## src/rtl/ddrlc_regs.svh

```systemverilog
/*
 Named constants of the double-data-rate input capture front end.
 Assumes inclusion by bare name from package and modules alike.
*/
// Overview of operation
// - Both edges of the forwarded sample clock each take one 16-bit word from the data lines.
// - The frame marker taken with a rising edge resets the FIFO pointer or serves as a sync source.
// - The frame marker taken with a falling edge may be checked as a parity bit for its word.
// - The host raises the frame marker on a frame's first word, and that word marks frame start.
// - Reference select bit set means external reference in, clear (default) means internal out.
`ifndef DDRLC_REGS_SVH
`define DDRLC_REGS_SVH

`define DDRLC_DATA_W        16
`define DDRLC_CFG_W         16
`define DDRLC_CFG_EXTREF    0
`define DDRLC_CFG_RESET     16'h0000
`define DDRLC_CAPTURE_DLY   4
`define DDRLC_DLY_W         4
`define DDRLC_BUF_DEPTH     2

`endif

```

## src/rtl/ddrlc_pkg.sv

```systemverilog
/*
 Types of the double-data-rate input capture front end.
 Assumes the constants header sits beside it.
*/
`include "ddrlc_regs.svh"

package ddrlc_pkg;

   // Raw pin group, sampled together
   typedef struct packed {
      logic                      clk;
      logic                      frame;
      logic [`DDRLC_DATA_W-1:0]  data;
   } ddrlc_lane_t;

   // One captured word with its marker sample
   typedef struct packed {
      logic [`DDRLC_DATA_W-1:0]  data;
      logic                      fall_edge;
      logic                      frame_bit;
   } ddrlc_word_t;

   // Capture sequencer states
   typedef enum logic [1:0] {
      DDRLC_IDLE      = 2'b00,
      DDRLC_WAIT_RISE = 2'b01,
      DDRLC_WAIT_FALL = 2'b10
   } ddrlc_phase_t;

   // Full state of the capture module
   typedef struct packed {
      ddrlc_lane_t               lane_s1;
      ddrlc_lane_t               lane_s2;
      logic                      clk_prev;
      ddrlc_phase_t              phase;
      logic [`DDRLC_DLY_W-1:0]   dly_cnt;
      ddrlc_word_t               word;
      logic                      push;
      logic                      rise_frame_prev;
      logic                      ptr_reset;
      logic                      sync_event;
      logic                      frame_start;
      logic                      parity_err;
      logic                      overflow;
      logic                      ref_int_en;
      logic                      ref_s1;
      logic                      ref_s2;
   } ddrlc_cap_state_t;

endpackage

```

## src/rtl/ddrlc_capture.sv

```systemverilog
/*
 Input capture of the 16-bit double-data-rate sample bus: clock, marker
 and data pins are oversampled on sys_clk, one word is taken per link
 clock edge and queued in a two-entry buffer; marker samples give frame
 start, pointer reset or sync, and an optional parity check of falling-edge words.
 Assumes the link clock half period is well above the capture delay plus
 the synchroniser latency, and that sink stalls stay short.
 Latency from a link clock edge to word_valid is about nine cycles:
 two synchroniser stages, edge detect, settling countdown, capture and
 the buffer register. Edges that arrive while a capture is pending are
 not seen, so each link half period must exceed CAPTURE_DLY plus one
 cycle. The reference pin output means something only while its
 active-low enable is low.
*/
`timescale 1ns/1ps
`default_nettype none
`include "ddrlc_regs.svh"

module ddrlc_capture
   import ddrlc_pkg::*;
#(
   parameter int CAPTURE_DLY = `DDRLC_CAPTURE_DLY
) (
   input  wire logic                     sys_clk,
   input  wire logic                     rst_n,
   input  wire logic                     forwarded_sample_clock,
   input  wire logic                     frame_marker_line,
   input  wire logic [`DDRLC_DATA_W-1:0] sample_data_line,
   input  wire logic                     frame_mode_sync,
   input  wire logic                     parity_check_en,
   input  wire logic [`DDRLC_CFG_W-1:0]  reference_config_word,
   input  wire logic                     reference_io_pin_in,
   output logic                          reference_io_pin_out,
   output logic                          reference_io_pin_oe_n,
   output logic                          internal_ref_enable,
   output logic                          external_ref_sense,
   output logic                          word_valid,
   input  wire logic                     word_ready,
   output ddrlc_word_t                   word_out,
   output logic                          fifo_ptr_reset,
   output logic                          sync_event,
   output logic                          frame_start,
   output logic                          parity_error,
   output logic                          capture_overflow
);

   ddrlc_cap_state_t s_q;
   ddrlc_cap_state_t s_d;
   ddrlc_lane_t      lane_pins;
   logic             buf_ready;
   logic             rise_seen;
   logic             fall_seen;
   logic             rise_word;
   logic             fall_word;

   // Reset image; the reference pin comes up driving the internal level
   localparam logic [`DDRLC_CFG_W-1:0] CFG_RST     = `DDRLC_CFG_RESET;
   localparam logic                    REF_INT_RST = !CFG_RST[`DDRLC_CFG_EXTREF];

   // Link idles low, so a zero clock history gives no false edge at release
   localparam ddrlc_cap_state_t CAP_RST = '{
      lane_s1:         '0,
      lane_s2:         '0,
      clk_prev:        1'b0,
      phase:           DDRLC_IDLE,
      dly_cnt:         '0,
      word:            '0,
      push:            1'b0,
      rise_frame_prev: 1'b0,
      ptr_reset:       1'b0,
      sync_event:      1'b0,
      frame_start:     1'b0,
      parity_err:      1'b0,
      overflow:        1'b0,
      ref_int_en:      REF_INT_RST,
      ref_s1:          1'b0,
      ref_s2:          1'b0
   };

   // Even parity of a word against its marker bit
   function automatic logic parity_bad(input ddrlc_word_t w);
      parity_bad = (^w.data) != w.frame_bit;
   endfunction

   // Edge of the synced link clock against its one-cycle history
   function automatic logic link_edge(input logic now, input logic prev, input logic rising);
      link_edge = rising ? (now && !prev) : (!now && prev);
   endfunction

   // Countdown load for either edge, one place to retune settling
   function automatic logic [`DDRLC_DLY_W-1:0] dly_load();
      dly_load = `DDRLC_DLY_W'(CAPTURE_DLY);
   endfunction

   // Frame start: rising-word marker set after a clear one
   function automatic logic marker_rise(input ddrlc_word_t w, input logic prev);
      marker_rise = w.frame_bit && !prev;
   endfunction

   // Pin group, synchronised as one
   assign lane_pins.clk   = forwarded_sample_clock;
   assign lane_pins.frame = frame_marker_line;
   assign lane_pins.data  = sample_data_line;

   // Edges seen on the second synchroniser stage only
   assign rise_seen = link_edge(s_q.lane_s2.clk, s_q.clk_prev, 1'b1);
   assign fall_seen = link_edge(s_q.lane_s2.clk, s_q.clk_prev, 1'b0);

   // Word just taken, split by the edge that carried it
   assign rise_word = s_q.push && !s_q.word.fall_edge;
   assign fall_word = s_q.push && s_q.word.fall_edge;

   // Next-state logic
   always_comb begin
      s_d = s_q;
      // Event pulses default low every cycle
      s_d.push        = 1'b0;
      s_d.ptr_reset   = 1'b0;
      s_d.sync_event  = 1'b0;
      s_d.frame_start = 1'b0;
      s_d.parity_err  = 1'b0;
      s_d.overflow    = 1'b0;

      // Two-stage synchronisers; stage one feeds stage two only
      s_d.lane_s1  = lane_pins;
      s_d.lane_s2  = s_q.lane_s1;
      s_d.clk_prev = s_q.lane_s2.clk;

      // Reference pin sense, same two-flop treatment
      s_d.ref_s1   = reference_io_pin_in;
      s_d.ref_s2   = s_q.ref_s1;

      // Set selects external reference, clear keeps internal drive
      s_d.ref_int_en = !reference_config_word[`DDRLC_CFG_EXTREF];

      // Edge-aligned source: wait a few cycles so the new word is settled
      case (s_q.phase)
         DDRLC_IDLE: begin
            // Rise and fall cannot both show in one cycle
            if (rise_seen) begin
               s_d.phase   = DDRLC_WAIT_RISE;
               s_d.dly_cnt = dly_load();
            end else if (fall_seen) begin
               s_d.phase   = DDRLC_WAIT_FALL;
               s_d.dly_cnt = dly_load();
            end
         end
         DDRLC_WAIT_RISE,
         DDRLC_WAIT_FALL: begin
            // Edges met here are lost; half period must cover the wait
            if (s_q.dly_cnt != '0) begin
               s_d.dly_cnt = s_q.dly_cnt - `DDRLC_DLY_W'(1);
            end else begin
               // One word per edge, marker of the same edge attached
               s_d.word.data      = s_q.lane_s2.data;
               s_d.word.frame_bit = s_q.lane_s2.frame;
               s_d.word.fall_edge = (s_q.phase == DDRLC_WAIT_FALL);
               s_d.push           = 1'b1;
               s_d.phase          = DDRLC_IDLE;
            end
         end
         default: begin
            s_d.phase = DDRLC_IDLE;
         end
      endcase

      // Rising-edge word: frame start and its routing, one cycle on
      if (rise_word) begin
         s_d.rise_frame_prev = s_q.word.frame_bit;
         if (marker_rise(s_q.word, s_q.rise_frame_prev)) begin
            s_d.frame_start = 1'b1;
            s_d.sync_event  = frame_mode_sync;
            s_d.ptr_reset   = !frame_mode_sync;
         end
      end

      // Falling-edge word: optional parity check
      if (fall_word && parity_check_en) begin
         s_d.parity_err = parity_bad(s_q.word);
      end

      // A word the full buffer cannot take is reported, not hidden
      if (s_q.push && !buf_ready) begin
         s_d.overflow = 1'b1;
      end
   end

   // State register; constants only under reset
   always_ff @(posedge sys_clk or negedge rst_n) begin
      if (!rst_n) begin
         s_q <= CAP_RST;
      end else begin
         s_q <= s_d;
      end
   end

   // Two-entry buffer absorbs short sink stalls
   ddrlc_buf2 #(
      .WIDTH ($bits(ddrlc_word_t)),
      .DEPTH (`DDRLC_BUF_DEPTH)
   ) u_buf (
      .sys_clk   (sys_clk),
      .rst_n     (rst_n),
      .in_valid  (s_q.push),
      .in_ready  (buf_ready),
      .in_data   (s_q.word),
      .out_valid (word_valid),
      .out_ready (word_ready),
      .out_data  (word_out)
   );

   // Reference pin drives only while internal reference is on
   assign reference_io_pin_out  = s_q.ref_int_en;
   assign reference_io_pin_oe_n = !s_q.ref_int_en;

   // Reference status for whoever watches the converter core
   assign internal_ref_enable   = s_q.ref_int_en;
   assign external_ref_sense    = s_q.ref_s2;

   // One-cycle event pulses, all straight from flops
   assign fifo_ptr_reset        = s_q.ptr_reset;
   assign sync_event            = s_q.sync_event;
   assign frame_start           = s_q.frame_start;
   assign parity_error          = s_q.parity_err;
   assign capture_overflow      = s_q.overflow;
endmodule // ddrlc_capture
`default_nettype wire

```

## src/rtl/ddrlc_buf2.sv

```systemverilog
/*
 Small valid/ready buffer, two entries by default.
 Assumes source and sink on sys_clk; in_ready drops only when full.
*/
`timescale 1ns/1ps
`default_nettype none
`include "ddrlc_regs.svh"

module ddrlc_buf2 #(
   parameter int WIDTH = 18,
   parameter int DEPTH = `DDRLC_BUF_DEPTH
) (
   input  wire logic             sys_clk,
   input  wire logic             rst_n,
   input  wire logic             in_valid,
   output logic                  in_ready,
   input  wire logic [WIDTH-1:0] in_data,
   output logic                  out_valid,
   input  wire logic             out_ready,
   output logic [WIDTH-1:0]      out_data
);
   localparam int PW = (DEPTH > 1) ? $clog2(DEPTH) : 1;

   typedef struct packed {
      logic [DEPTH-1:0][WIDTH-1:0] mem;
      logic [PW-1:0]               wr_ptr;
      logic [PW-1:0]               rd_ptr;
      logic [PW:0]                 count;
   } ddrlc_buf_state_t;

   ddrlc_buf_state_t s_q;
   ddrlc_buf_state_t s_d;
   logic             do_wr;
   logic             do_rd;

   // Honest full and empty straight from the count
   assign in_ready  = (s_q.count != (PW+1)'(DEPTH));
   assign out_valid = (s_q.count != '0);
   assign out_data  = s_q.mem[s_q.rd_ptr];
   assign do_wr     = in_valid && in_ready;
   assign do_rd     = out_valid && out_ready;

   // Pointer wrap works for any depth, not only powers of two
   always_comb begin
      s_d = s_q;
      if (do_wr) begin
         s_d.mem[s_q.wr_ptr] = in_data;
         s_d.wr_ptr = (s_q.wr_ptr == PW'(DEPTH-1)) ? '0 : s_q.wr_ptr + PW'(1);
      end
      if (do_rd) begin
         s_d.rd_ptr = (s_q.rd_ptr == PW'(DEPTH-1)) ? '0 : s_q.rd_ptr + PW'(1);
      end
      if (do_wr && !do_rd) begin
         s_d.count = s_q.count + (PW+1)'(1);
      end else if (do_rd && !do_wr) begin
         s_d.count = s_q.count - (PW+1)'(1);
      end
   end

   // State register
   always_ff @(posedge sys_clk or negedge rst_n) begin
      if (!rst_n) begin
         s_q <= '0;
      end else begin
         s_q <= s_d;
      end
   end
endmodule // ddrlc_buf2
`default_nettype wire

```

## config.mk

```make
export PLATFORM = sky130hd
export DESIGN_NAME = ddrlc_capture
export DESIGN_NICKNAME = d
export VERILOG_FILES = /design/src/rtl/ddrlc_pkg.sv /design/src/rtl/ddrlc_capture.sv /design/src/rtl/ddrlc_buf2.sv
export VERILOG_INCLUDE_DIRS = /design/src /design/src/rtl
export SDC_FILE = /design/constraint.sdc
export NUM_CORES = 1
export LEC_CHECK = 0
export BUFFER_PORTS_ARGS = -buffer_cell sky130_fd_sc_hd__buf_2
export CAP_MARGIN = 20
export CORE_AREA = 2 2 92 94
export CTS_BUF_LIST = sky130_fd_sc_hd__clkbuf_8
export DETAILED_ROUTE_END_ITERATION = 12
export DIE_AREA = 0 0 94 96
export PLACE_DENSITY = 0.84
export SLEW_MARGIN = 20
export SYNTH_ARGS = -nofsm -noshare
export SYNTH_HDL_FRONTEND = slang
export SYNTH_SLANG_ARGS = --single-unit
```

## constraint.sdc

```tcl
create_clock -name sys_clk -period 2.25 [get_ports sys_clk]
set_clock_uncertainty 0.05 [all_clocks]
set_input_delay 0.225 -clock sys_clk [delete_from_list [all_inputs] [get_ports sys_clk]]
set_output_delay 0.225 -clock sys_clk [all_outputs]
set_load 0.05 [all_outputs]
```

==> results of run 1 <==
-- what timing repair did --
| action | 4_1_cts | 5_1_grt |
|---|---|---|
| setup buffers | 0 | 0 |
| hold endpoints to repair | 46 | 0 |
| endpoints found under the setup margin | 0 | 0 |
| hold buffers | 22 | 0 |
-- stage by stage --
step | util (%) | instance area (um^2) | std cells | power [mW] | setup slack (ps)
floorplan | - | 4300 | 277 | 5.67 | 340
detailed placement | 58.7 | 4730 | 433 | 6.40 | 240
global route | 64.0 | 5150 | 471 | 7.99 | 94.0
global placement | 58.7 | 4730 | 433 | 6.26 | 285
finish | 64.0 | 5150 | 471 | 7.58 | 182
CTS | 64.0 | 5150 | 471 | 7.63 | 211
-- synthesized netlist by cell type (all sizes together) --
library cell | count | area (um^2)
o21ai | 6 | 30.0
mux2 | 74 | 867
nor3 | 3 | 15.0
and2 | 2 | 12.5
dfstp | 1 | 26.3
nor3b | 1 | 7.51
buf | 5 | 45.0
clkbuf | 2 | 7.51
a22oi | 2 | 15.0
nand3 | 4 | 25.0
nor4b | 1 | 8.76
xor2 | 3 | 26.3
nand2b | 2 | 12.5
or3b | 1 | 11.3
nand2 | 5 | 18.8
xnor3 | 2 | 45.0
inv | 13 | 48.8
or3 | 1 | 6.26
o211ai | 2 | 15.0
xnor2 | 13 | 114
nor2 | 7 | 50.1
nor2b | 1 | 6.26
or2 | 2 | 12.5
ha | 5 | 62.6
a21oi | 4 | 20.0
mux2i | 1 | 10.0
dfrtp | 110 | 2750
o32ai | 3 | 26.3
a31oi | 1 | 6.26
-- routing by layer --
| layer | GRT usage, % | wire, um | share of wire [%] | up-vias |
|---|---|---|---|---|
| li1 | - | - | - | 1124 |
| met1 | 22.0 | 3110 | 44 | 1248 |
| met2 | 27.4 | 3630 | 51 | 56 |
| met3 | 2.98 | 244 | 3.4 | 8 |
| met4 | 7.73 | 107 | 1.5 | 0 |
| met5 | 0 | 0 | 0 | - |
-- area by class of cell --
type | count | share of cell area [%]
clock buffers | 9 | 2.40
clock inverters | 7 | 1.53
inverters | 13 | 0.947
multi-input cells | 146 | 27.6
flip-flops and latches | 111 | 53.9
well taps | 105 | 2.55
repair buffers | 80 | 11.0
-- cell families (layout without fill, tap and decap cells) --
family                     Yosys count  count (layout)  share of synthesized area [%]
AOI/OAI and AO/OA                   18              18                           2.62
xor gates and xnor gates            18              18                           4.30
adders and majority gates            5               5                           1.45
buffers and inverters               20             109                           2.35
DFF                                111             111                           64.6
muxes                               75              75                           20.4
and+or+nand+nor                     30              30                           4.33
-- report_power, final --
part | switching, mW | internal [mW]
Combinational | 1.82 | 1.54
Sequential | 0.448 | 2.58
Clock | 0.665 | 0.529
Total | 2.94 | 4.65
-- sequential cells by signal (all words and copies together) (netlist names) --
| signal | count |
|---|---|
| s_q | 44 |
| internal_ref_enable | 1 |
| s_d | 20 |
| external_ref_sense | 1 |
| fifo_ptr_reset | 1 |
| u_buf.s_q | 40 |
| capture_overflow | 1 |
| frame_start | 1 |
| sync_event | 1 |
| parity_error | 1 |
-- worst register-to-register path, cell delays in order (launching register included) --
cell and delay [ps]:
dfrtp_1 440, inv_1 80, ha_1 280, or3b_4 470, nor2_8 110, buf_12 180
mux2_2 350
-- worst max path at each step --
stage,end,start,slack [ps],depth (start not counted)
global placement,s_q[27]$_DFFE_PN0P_,s_q[28]$_DFFE_PN0P_,280,6
global route,s_q[16]$_DFFE_PN0P_,s_q[28]$_DFFE_PN0P_,90,6
finish,s_q[16]$_DFFE_PN0P_,s_q[28]$_DFFE_PN0P_,180,6
floorplan,s_q[18]$_DFFE_PN0P_,s_q[28]$_DFFE_PN0P_,340,6
CTS,s_q[16]$_DFFE_PN0P_,s_q[28]$_DFFE_PN0P_,210,6
detailed placement,s_q[13]$_DFFE_PN0P_,s_q[28]$_DFFE_PN0P_,240,6
==> reports/results.txt, run 1 <==
DRT iter0 DRCs: 116
Worst reg2reg startpoint: s_q[28]$_DFFE_PN0P_
Reg2Reg Depth: 6
Worst hold path startpoint: word_ready
Largest net degree at the start of global routing: 46
Max Fanout on Critical Path: 19
Critical Path Source Type: register
Slew HR: 58.9%
Final period util: 91.9%
RSZ-0062 raised after global routing: no
CORE AREA: 8050 um^2
CTS root buf: clkbuf_8
Achievable Freq: 484 MHz
Commonest non-fill, non-tap cell in the layout: dfrtp_1
Hold Slack: 112 ps
TNS Setup: 0 ps
Slew Viols, Final: 0
Sequential cell area: 2780 um^2
Sequential-to-total area share from yosys stat: 64.6%
Number of max-cap violations: 0
Final GP Congestion: 0.781
Clk sinks: 111
Final WL: 7090 um
Worst-margin pin slew: 615 ps
Initial antenna violation count: 0
Worst VDD drop: 0.708 mV
Worst path arrival time: 2260 ps
GR Overflow Total: 0
Clock H-tree levels: 3
Critical path cell sequence: inv_1 -> ha_1 -> or3b_4 -> nor2_8 -> buf_12 -> mux2_2
Area of the multi-input gates: 1420 um^2
Slowest CP cell: or3b_4
YS warnings: 0
CTS clk-pin slew, worst paths: 100 ps
Worst Hold Path Cells: 3
Most frequent cells in the layout: dfrtp_1, mux2_2, buf_2
Total global-route track usage: 16.7%
Die H: 96 um
Vias/cell: 5.17
Post-Syn Nets: 322
Status: finished clean
Power Dens Cells: 1470 nW/um^2
WP buf/inv: 2
IO Pins: 68
First-pass GRT wire length: 11400 um
Total CTS buffers: 9
Die extent in x: 94 um
Area growth from synthesis to layout: 19.7%
Post-DP HPWL: 4630 um
Vias in the first global route: 2402
Antenna cells: 0
IO Port Bufs: 52
Final nets: 406
Flop2flop setup slack: 180 ps
FF-to-FF End: s_q[16]$_DFFE_PN0P_
Vias post-DR: 2436
Cells after Synth: 277
Crit-path leading delay family: simple AND/OR/NAND/NOR gates
Synthesized flop and latch total: 111
Wire length per cell: 15.1 um
Required @ worst endpoint: 2440 ps
Endpoint of the worst hold path: u_buf.s_q[2]$_DFFE_PN0P_
Post-route ant nets: 0
Post-synthesis average cell area: 15.5 um^2
Share of layout cells above drive strength 1: 41.8%
Post-route minimum period: 2070 ps
Max Root-Sink Buffers: 2
Mapped cell area: 4300 um^2
Hold Fails Final Rpt: 0
Number of remaining DRC errors: 0
CP endpoint kind: register
CTS tree: built
Critical Path Max Stage Delay: 470 ps
Starting Density: 53.5%
Die ar.: 9020 um^2
Final setup viols: 0
Post-synth cell types: 36
FP Rows: 33
DR pass1 iterations: 4
Leak pwr: 2.47 nW
Post-CTS Resized: 0
Kind of critical path: register to register
Hold Crit Class: input port to register
Number of fillers in the final layout: 587
Worst skew pair latency: 360 ps
Power figures use the tool's default switching activity.
==> run 2, diff against run 1 <==
CORE_AREA = 2 2 95 97   (was 2 2 92 94)
DIE_AREA = 0 0 97 99   (was 0 0 94 96)
PLACE_DENSITY = 0.8   (was 0.84)
clock period = 2.5 ns   (was 2.25 ns; I/O delays follow)
==> run 2 against run 1 <==
Compared with the run above: cell area decreased by 1.1%; non-clock buffer count decreased by 2; sequential cell count did not move; global-route usage shrank 0.99 points; sequential share of layout area rose by 0.61 points; critical endpoint is now s_q[27]$_DFFE_PN0P_; clock power decreased by 18%; largest cell class unchanged; power fell by 12%.
==> reports/results.txt, run 2 (synthesis results as in run 1) <==
Final WL: 6980 um
IO Port Bufs: 52
Critical path cell sequence: inv_1 -> ha_1 -> or3b_4 -> nor2_8 -> mux2_2
Post-route ant nets: 0
Total global-route track usage: 15.7%
First-pass GRT wire length: 12000 um
FP Rows: 34
Pre-CTS WS: 371 ps
Slowest CP cell: or3b_4
GR Overflow Total: 0
Starting Density: 50.3%
Max reg flops: 44
Vias/cell: 5.01
CP endpoint kind: register
TNS Setup: 0 ps
Final setup viols: 0
Setup crit end: s_q[27]$_DFFE_PN0P_
Die H: 99 um
Share of layout cells above drive strength 1: 41.5%
Number of max-cap violations: 0
Clock H-tree levels: 3
Wire length per cell: 14.8 um
Worst-margin pin slew: 684 ps
Die extent in x: 97 um
Slew HR: 54.4%
Final GP Congestion: 0.748
Most frequent cells in the layout: dfrtp_1, mux2_2, buf_2
Critical Path Source Type: register
WP buf/inv: 1
CTS clk-pin slew, worst paths: 100 ps
Number of remaining DRC errors: 0
CTS tree: built
Number of fillers in the final layout: 658
CP Launch Point: s_q[28]$_DFFE_PN0P_
Vias post-DR: 2365
Final nets: 404
Commonest non-fill, non-tap cell in the layout: dfrtp_1
Required @ worst endpoint: 2710 ps
Status: finished clean
Vias in the first global route: 2420
Clk sinks: 111
CORE AREA: 8550 um^2
Critical Path Max Stage Delay: 460 ps
Area growth from synthesis to layout: 18.3%
Hold Fails Final Rpt: 0
Worst skew pair latency: 370 ps
CP Depth: 5
Worst path arrival time: 2350 ps
DRT iter0 DRCs: 126
Hold Crit Class: input port to register
Power Dens Cells: 1310 nW/um^2
Antenna cells: 0
Final period util: 85.8%
Achievable Freq: 466 MHz
IO Pins: 68
Post-route minimum period: 2140 ps
Setup bufs post-CTS: 0
Max Fanout on Critical Path: 19
Flop2flop setup slack: 360 ps
Kind of critical path: register to register
Initial antenna violation count: 0
DR pass1 iterations: 4
Max Root-Sink Buffers: 2
Crit-path leading delay family: simple AND/OR/NAND/NOR gates
Biggest register: s_q
Setup WS post-layout: 355 ps
Total CTS buffers: 9
Reg2Reg Depth: 5
RSZ-0062 raised after global routing: no
Largest net degree at the start of global routing: 55
Worst VDD drop: 0.491 mV
CTS root buf: clkbuf_8
Slew Viols, Final: 0
Worst reg2reg startpoint: s_q[28]$_DFFE_PN0P_
Die ar.: 9600 um^2
Leak pwr: 2.44 nW
Post-DP HPWL: 4550 um
FF-to-FF End: s_q[27]$_DFFE_PN0P_
## run 2: changes by cell type in the layout (fill, tap and decap cells not counted), sizes merged
cell / delta
buf: -2
clkinv: +1
bufinv: -1
## run 2: worst min-delay path by stage
stage,startpoint,endpoint,cells after the start
3_3_place_gp,rst_n,u_buf.s_q[19]$_DFFE_PN0P_,1
5_1_grt,word_ready,u_buf.s_q[2]$_DFFE_PN0P_,3
4_1_cts,word_ready,u_buf.s_q[2]$_DFFE_PN0P_,3
6_report,word_ready,u_buf.s_q[2]$_DFFE_PN0P_,3
2_1_floorplan,rst_n,capture_overflow$_DFF_PN0_,0
3_5_place_dp,rst_n,s_q[25]$_DFFE_PN0P_,1
## run 2: metrics by stage
| stage | util [%] | hold slack (ps) | instance area [um^2] | total power, mW | instances |
|---|---|---|---|---|---|
| 2_1_floorplan | - | -95.6 | 4300 | 5.11 | 277 |
| 3_3_place_gp | 54.9 | 274 | 4690 | 5.61 | 434 |
| 3_5_place_dp | 54.9 | 284 | 4690 | 5.73 | 434 |
| 4_1_cts | 59.6 | 125 | 5090 | 6.74 | 472 |
| 5_1_grt | 59.6 | 136 | 5090 | 7.07 | 472 |
| 6_report | 59.6 | 140 | 5090 | 6.67 | 472 |
## run 2: repair_timing
action                                 4_1_cts  5_1_grt
hold buffers                                22        0
gates resized for setup                      0        0
endpoints found under the hold margin       71        0
## run 2: per-layer routing
layer  GRT usage, %  vias to the layer above  share of wire (%)
li1               -                     1110                  -
met1           20.7                     1185                 44
met3           4.18                       10                5.2
met4           5.85                        0                1.2
met2           25.4                       60                 49
met5              0                        -                  0
## run 2: final cells by class
class	instances	area (um^2)	share of cell area, %
multi-input combinational	146	1420	28.0
tap	108	135	2.65
timing repair buffer	78	526	10.3
clock inverter	7	57.6	1.13
sequential	111	2780	54.6
clock buffer	9	124	2.43
inverter	13	48.8	0.958
## run 2: where the power goes
group          total, mW  internal (mW)  switching [mW]  leakage [nW]
combinational       2.98           1.36            1.62         0.979
clock              0.979          0.377           0.603        0.0935
sequential          2.71           2.32           0.395          1.37
## run 2: worst reg2reg max path: cells and delay by family, from the launching register on
kind	cells	cell delay (ps)
and+or+nand+nor	2	820
muxes	1	400
buffers and inverters	1	70
DFF	1	430
adders and majority gates	1	270
==> run 3, diff against run 2 <==
CELL_PAD_IN_SITES_DETAIL_PLACEMENT = 2   (was unset)
CELL_PAD_IN_SITES_GLOBAL_PLACEMENT = 2   (was unset)
CORE_AREA = 2 2 101 103   (was 2 2 95 97)
DIE_AREA = 0 0 103 105   (was 0 0 97 99)
PLACE_DENSITY = 0.94   (was 0.8)
==> run 3 against run 2 <==
Compared with the run above: non-clock buffer count fell by 1; power rose by 7.9%; fmax fell by 4.7%; worst hold slack got worse by 12 ps; sequential cell count did not move; critical path depth did not move; clock-buffer cell count did not move; die area rose by 13%; routed wire length rose by 66%; first-iteration DRC count fell by 25%; largest power group unchanged.
==> reports/results.txt, run 3 (synthesis results as in run 1) <==
Kind of critical path: register to register
Share of layout cells above drive strength 1: 41.6%
Final setup viols: 0
Leak pwr: 2.44 nW
Required @ worst endpoint: 2730 ps
Power share of the clock group: 15.9%
Flop2flop setup slack: 250 ps
Initial antenna violation count: 0
Clk sinks: 111
Worst reg2reg startpoint: s_q[28]$_DFFE_PN0P_
Met2 wire len: 6420 um
Total CTS buffers: 9
Antenna cells: 0
Worst VDD drop: 0.554 mV
Final nets: 403
Max Fanout on Critical Path: 19
DRT iter0 DRCs: 94
CTS clk-pin slew, worst paths: 100 ps
Setup crit end: s_q[11]$_DFFE_PN0P_
Number of max-cap violations: 0
Worst hold path startpoint: word_ready
Internal power: 4.16 mW
FF-to-FF End: s_q[11]$_DFFE_PN0P_
Starting Density: 44.7%
Final WL: 11600 um
Die extent in x: 103 um
Commonest non-fill, non-tap cell in the layout: dfrtp_1
Reg power frac: 39.7%
Combinational power share: 44.4%
Status: finished clean
Max Root-Sink Buffers: 2
Top Metal Used: met4
Post-DP HPWL: 6350 um
Achievable Freq: 444 MHz
Setup WS post-layout: 250 ps
IO Port Bufs: 52
Max reg flops: 44
First-pass GRT wire length: 17900 um
Final Power: 7.20 mW
Final period util: 90.0%
Met3 WL: 377 um
Slew HR: 49.9%
WP buf/inv: 1
Hold Fails Final Rpt: 0
CP Launch Point: s_q[28]$_DFFE_PN0P_
Critical Path Source Type: register
Clock H-tree levels: 3
Placed cells: 458
Worst skew pair latency: 400 ps
Slowest CP cell: or3b_4
WL met1: 4470 um
Vias in the first global route: 2991
Critical Path Max Stage Delay: 470 ps
Number of remaining DRC errors: 0
Area growth from synthesis to layout: 19.4%
Post-route ant nets: 0
CTS tree: built
Switch share: 42.2%
Reg2Reg Depth: 5
Post-CTS Resized: 0
CORE AREA: 9640 um^2
Die H: 105 um
Wire length per cell: 23.4 um
Psw: 3.04 mW
Post-route minimum period: 2250 ps
FP Rows: 36
DR pass1 iterations: 4
CTS root buf: clkbuf_8
Slew Viols, Final: 0
Power Dens Cells: 1400 nW/um^2
Worst path arrival time: 2480 ps
Vias/cell: 5.04
Most frequent cells in the layout: dfrtp_1, mux2_2, buf_2
Largest net degree at the start of global routing: 60
Die ar.: 10800 um^2
Total global-route track usage: 23.4%
TNS Setup: 0 ps
GR Overflow Total: 0
Crit-path leading delay family: simple AND/OR/NAND/NOR gates
Worst-margin pin slew: 750 ps
Critical path cell sequence: inv_1 -> ha_1 -> or3b_4 -> nor2_8 -> mux2_2
Cell Count, Final, Fillers Out: 496
Pre-CTS WS: 302 ps
Biggest register: s_q
CP endpoint kind: register
Vias post-DR: 2499
CP Depth: 5
Hold Crit Class: input port to register
IO Pins: 68
RSZ-0062 raised after global routing: no
Final GP Congestion: 0.740
## run 3: cell count changes in the layout (fill, tap and decap cells not counted), sizes merged
| cell | change |
|---|---|
| buf | -1 |
| bufinv | +1 |
| clkinvlp | +1 |
| inv | -2 |
## run 3: repair_timing
action / in CTS / in global routing
hold buffers: 22 / 0
hold endpoints to repair: 48 / 0
setup buffers: 0 / 0
## run 3: per-stage QoR
| stage | utilization (%) | cell area, um^2 | hold slack (ps) |
|---|---|---|---|
| floorplan | - | 4300 | -95.6 |
| global placement | 48.9 | 4720 | 139 |
| detailed placement | 48.9 | 4720 | 150 |
| CTS | 53.3 | 5140 | 118 |
| global route | 53.3 | 5140 | 140 |
| finish | 53.3 | 5140 | 128 |
## run 3: area by class of cell
| class | count | area (um^2) |
|---|---|---|
| multi-input cells | 146 | 1420 |
| repair buffers | 77 | 518 |
| fillers | 901 | 4500 |
| clock buffers | 9 | 124 |
| well taps | 133 | 166 |
| flip-flops and latches | 111 | 2780 |
| clock inverters | 7 | 78.8 |
| inverters | 13 | 48.8 |
## run 3: power by group through the flow
stage	Sequential (mW)	Clock (mW)	Combinational (mW)
2_1_floorplan	2.65	0	2.45
6_report	2.86	1.15	3.19
4_1_cts	2.82	1.15	3.16
3_5_place_dp	2.84	0	3.06
5_1_grt	2.93	1.25	3.36
3_3_place_gp	2.73	0	2.91
## run 3: routing by layer
layer | global-route usage [%] | vias to the layer above
li1 | - | 1109
met1 | 27.0 | 1315
met2 | 41.5 | 54
met3 | 4.88 | 21
met4 | 9.68 | 0
met5 | 0 | -
## run 3: worst reg2reg max path: cells and delay by family, from the launching register on
kind                       cells  cell delay [ps]
muxes                          1              410
buffers and inverters          1               90
adders and majority gates      1              300
DFF                            1              440
and+or+nand+nor                2              850
## run 3: how the worst min path moves through the flow
stage	to	cells after the start
2_1_floorplan	capture_overflow$_DFF_PN0_	0
3_3_place_gp	u_buf.s_q[34]$_DFFE_PN0P_	1
3_5_place_dp	s_q[47]$_DFF_PN0_	1
4_1_cts	u_buf.s_q[2]$_DFFE_PN0P_	3
5_1_grt	u_buf.s_q[2]$_DFFE_PN0P_	3
6_report	u_buf.s_q[2]$_DFFE_PN0P_	3
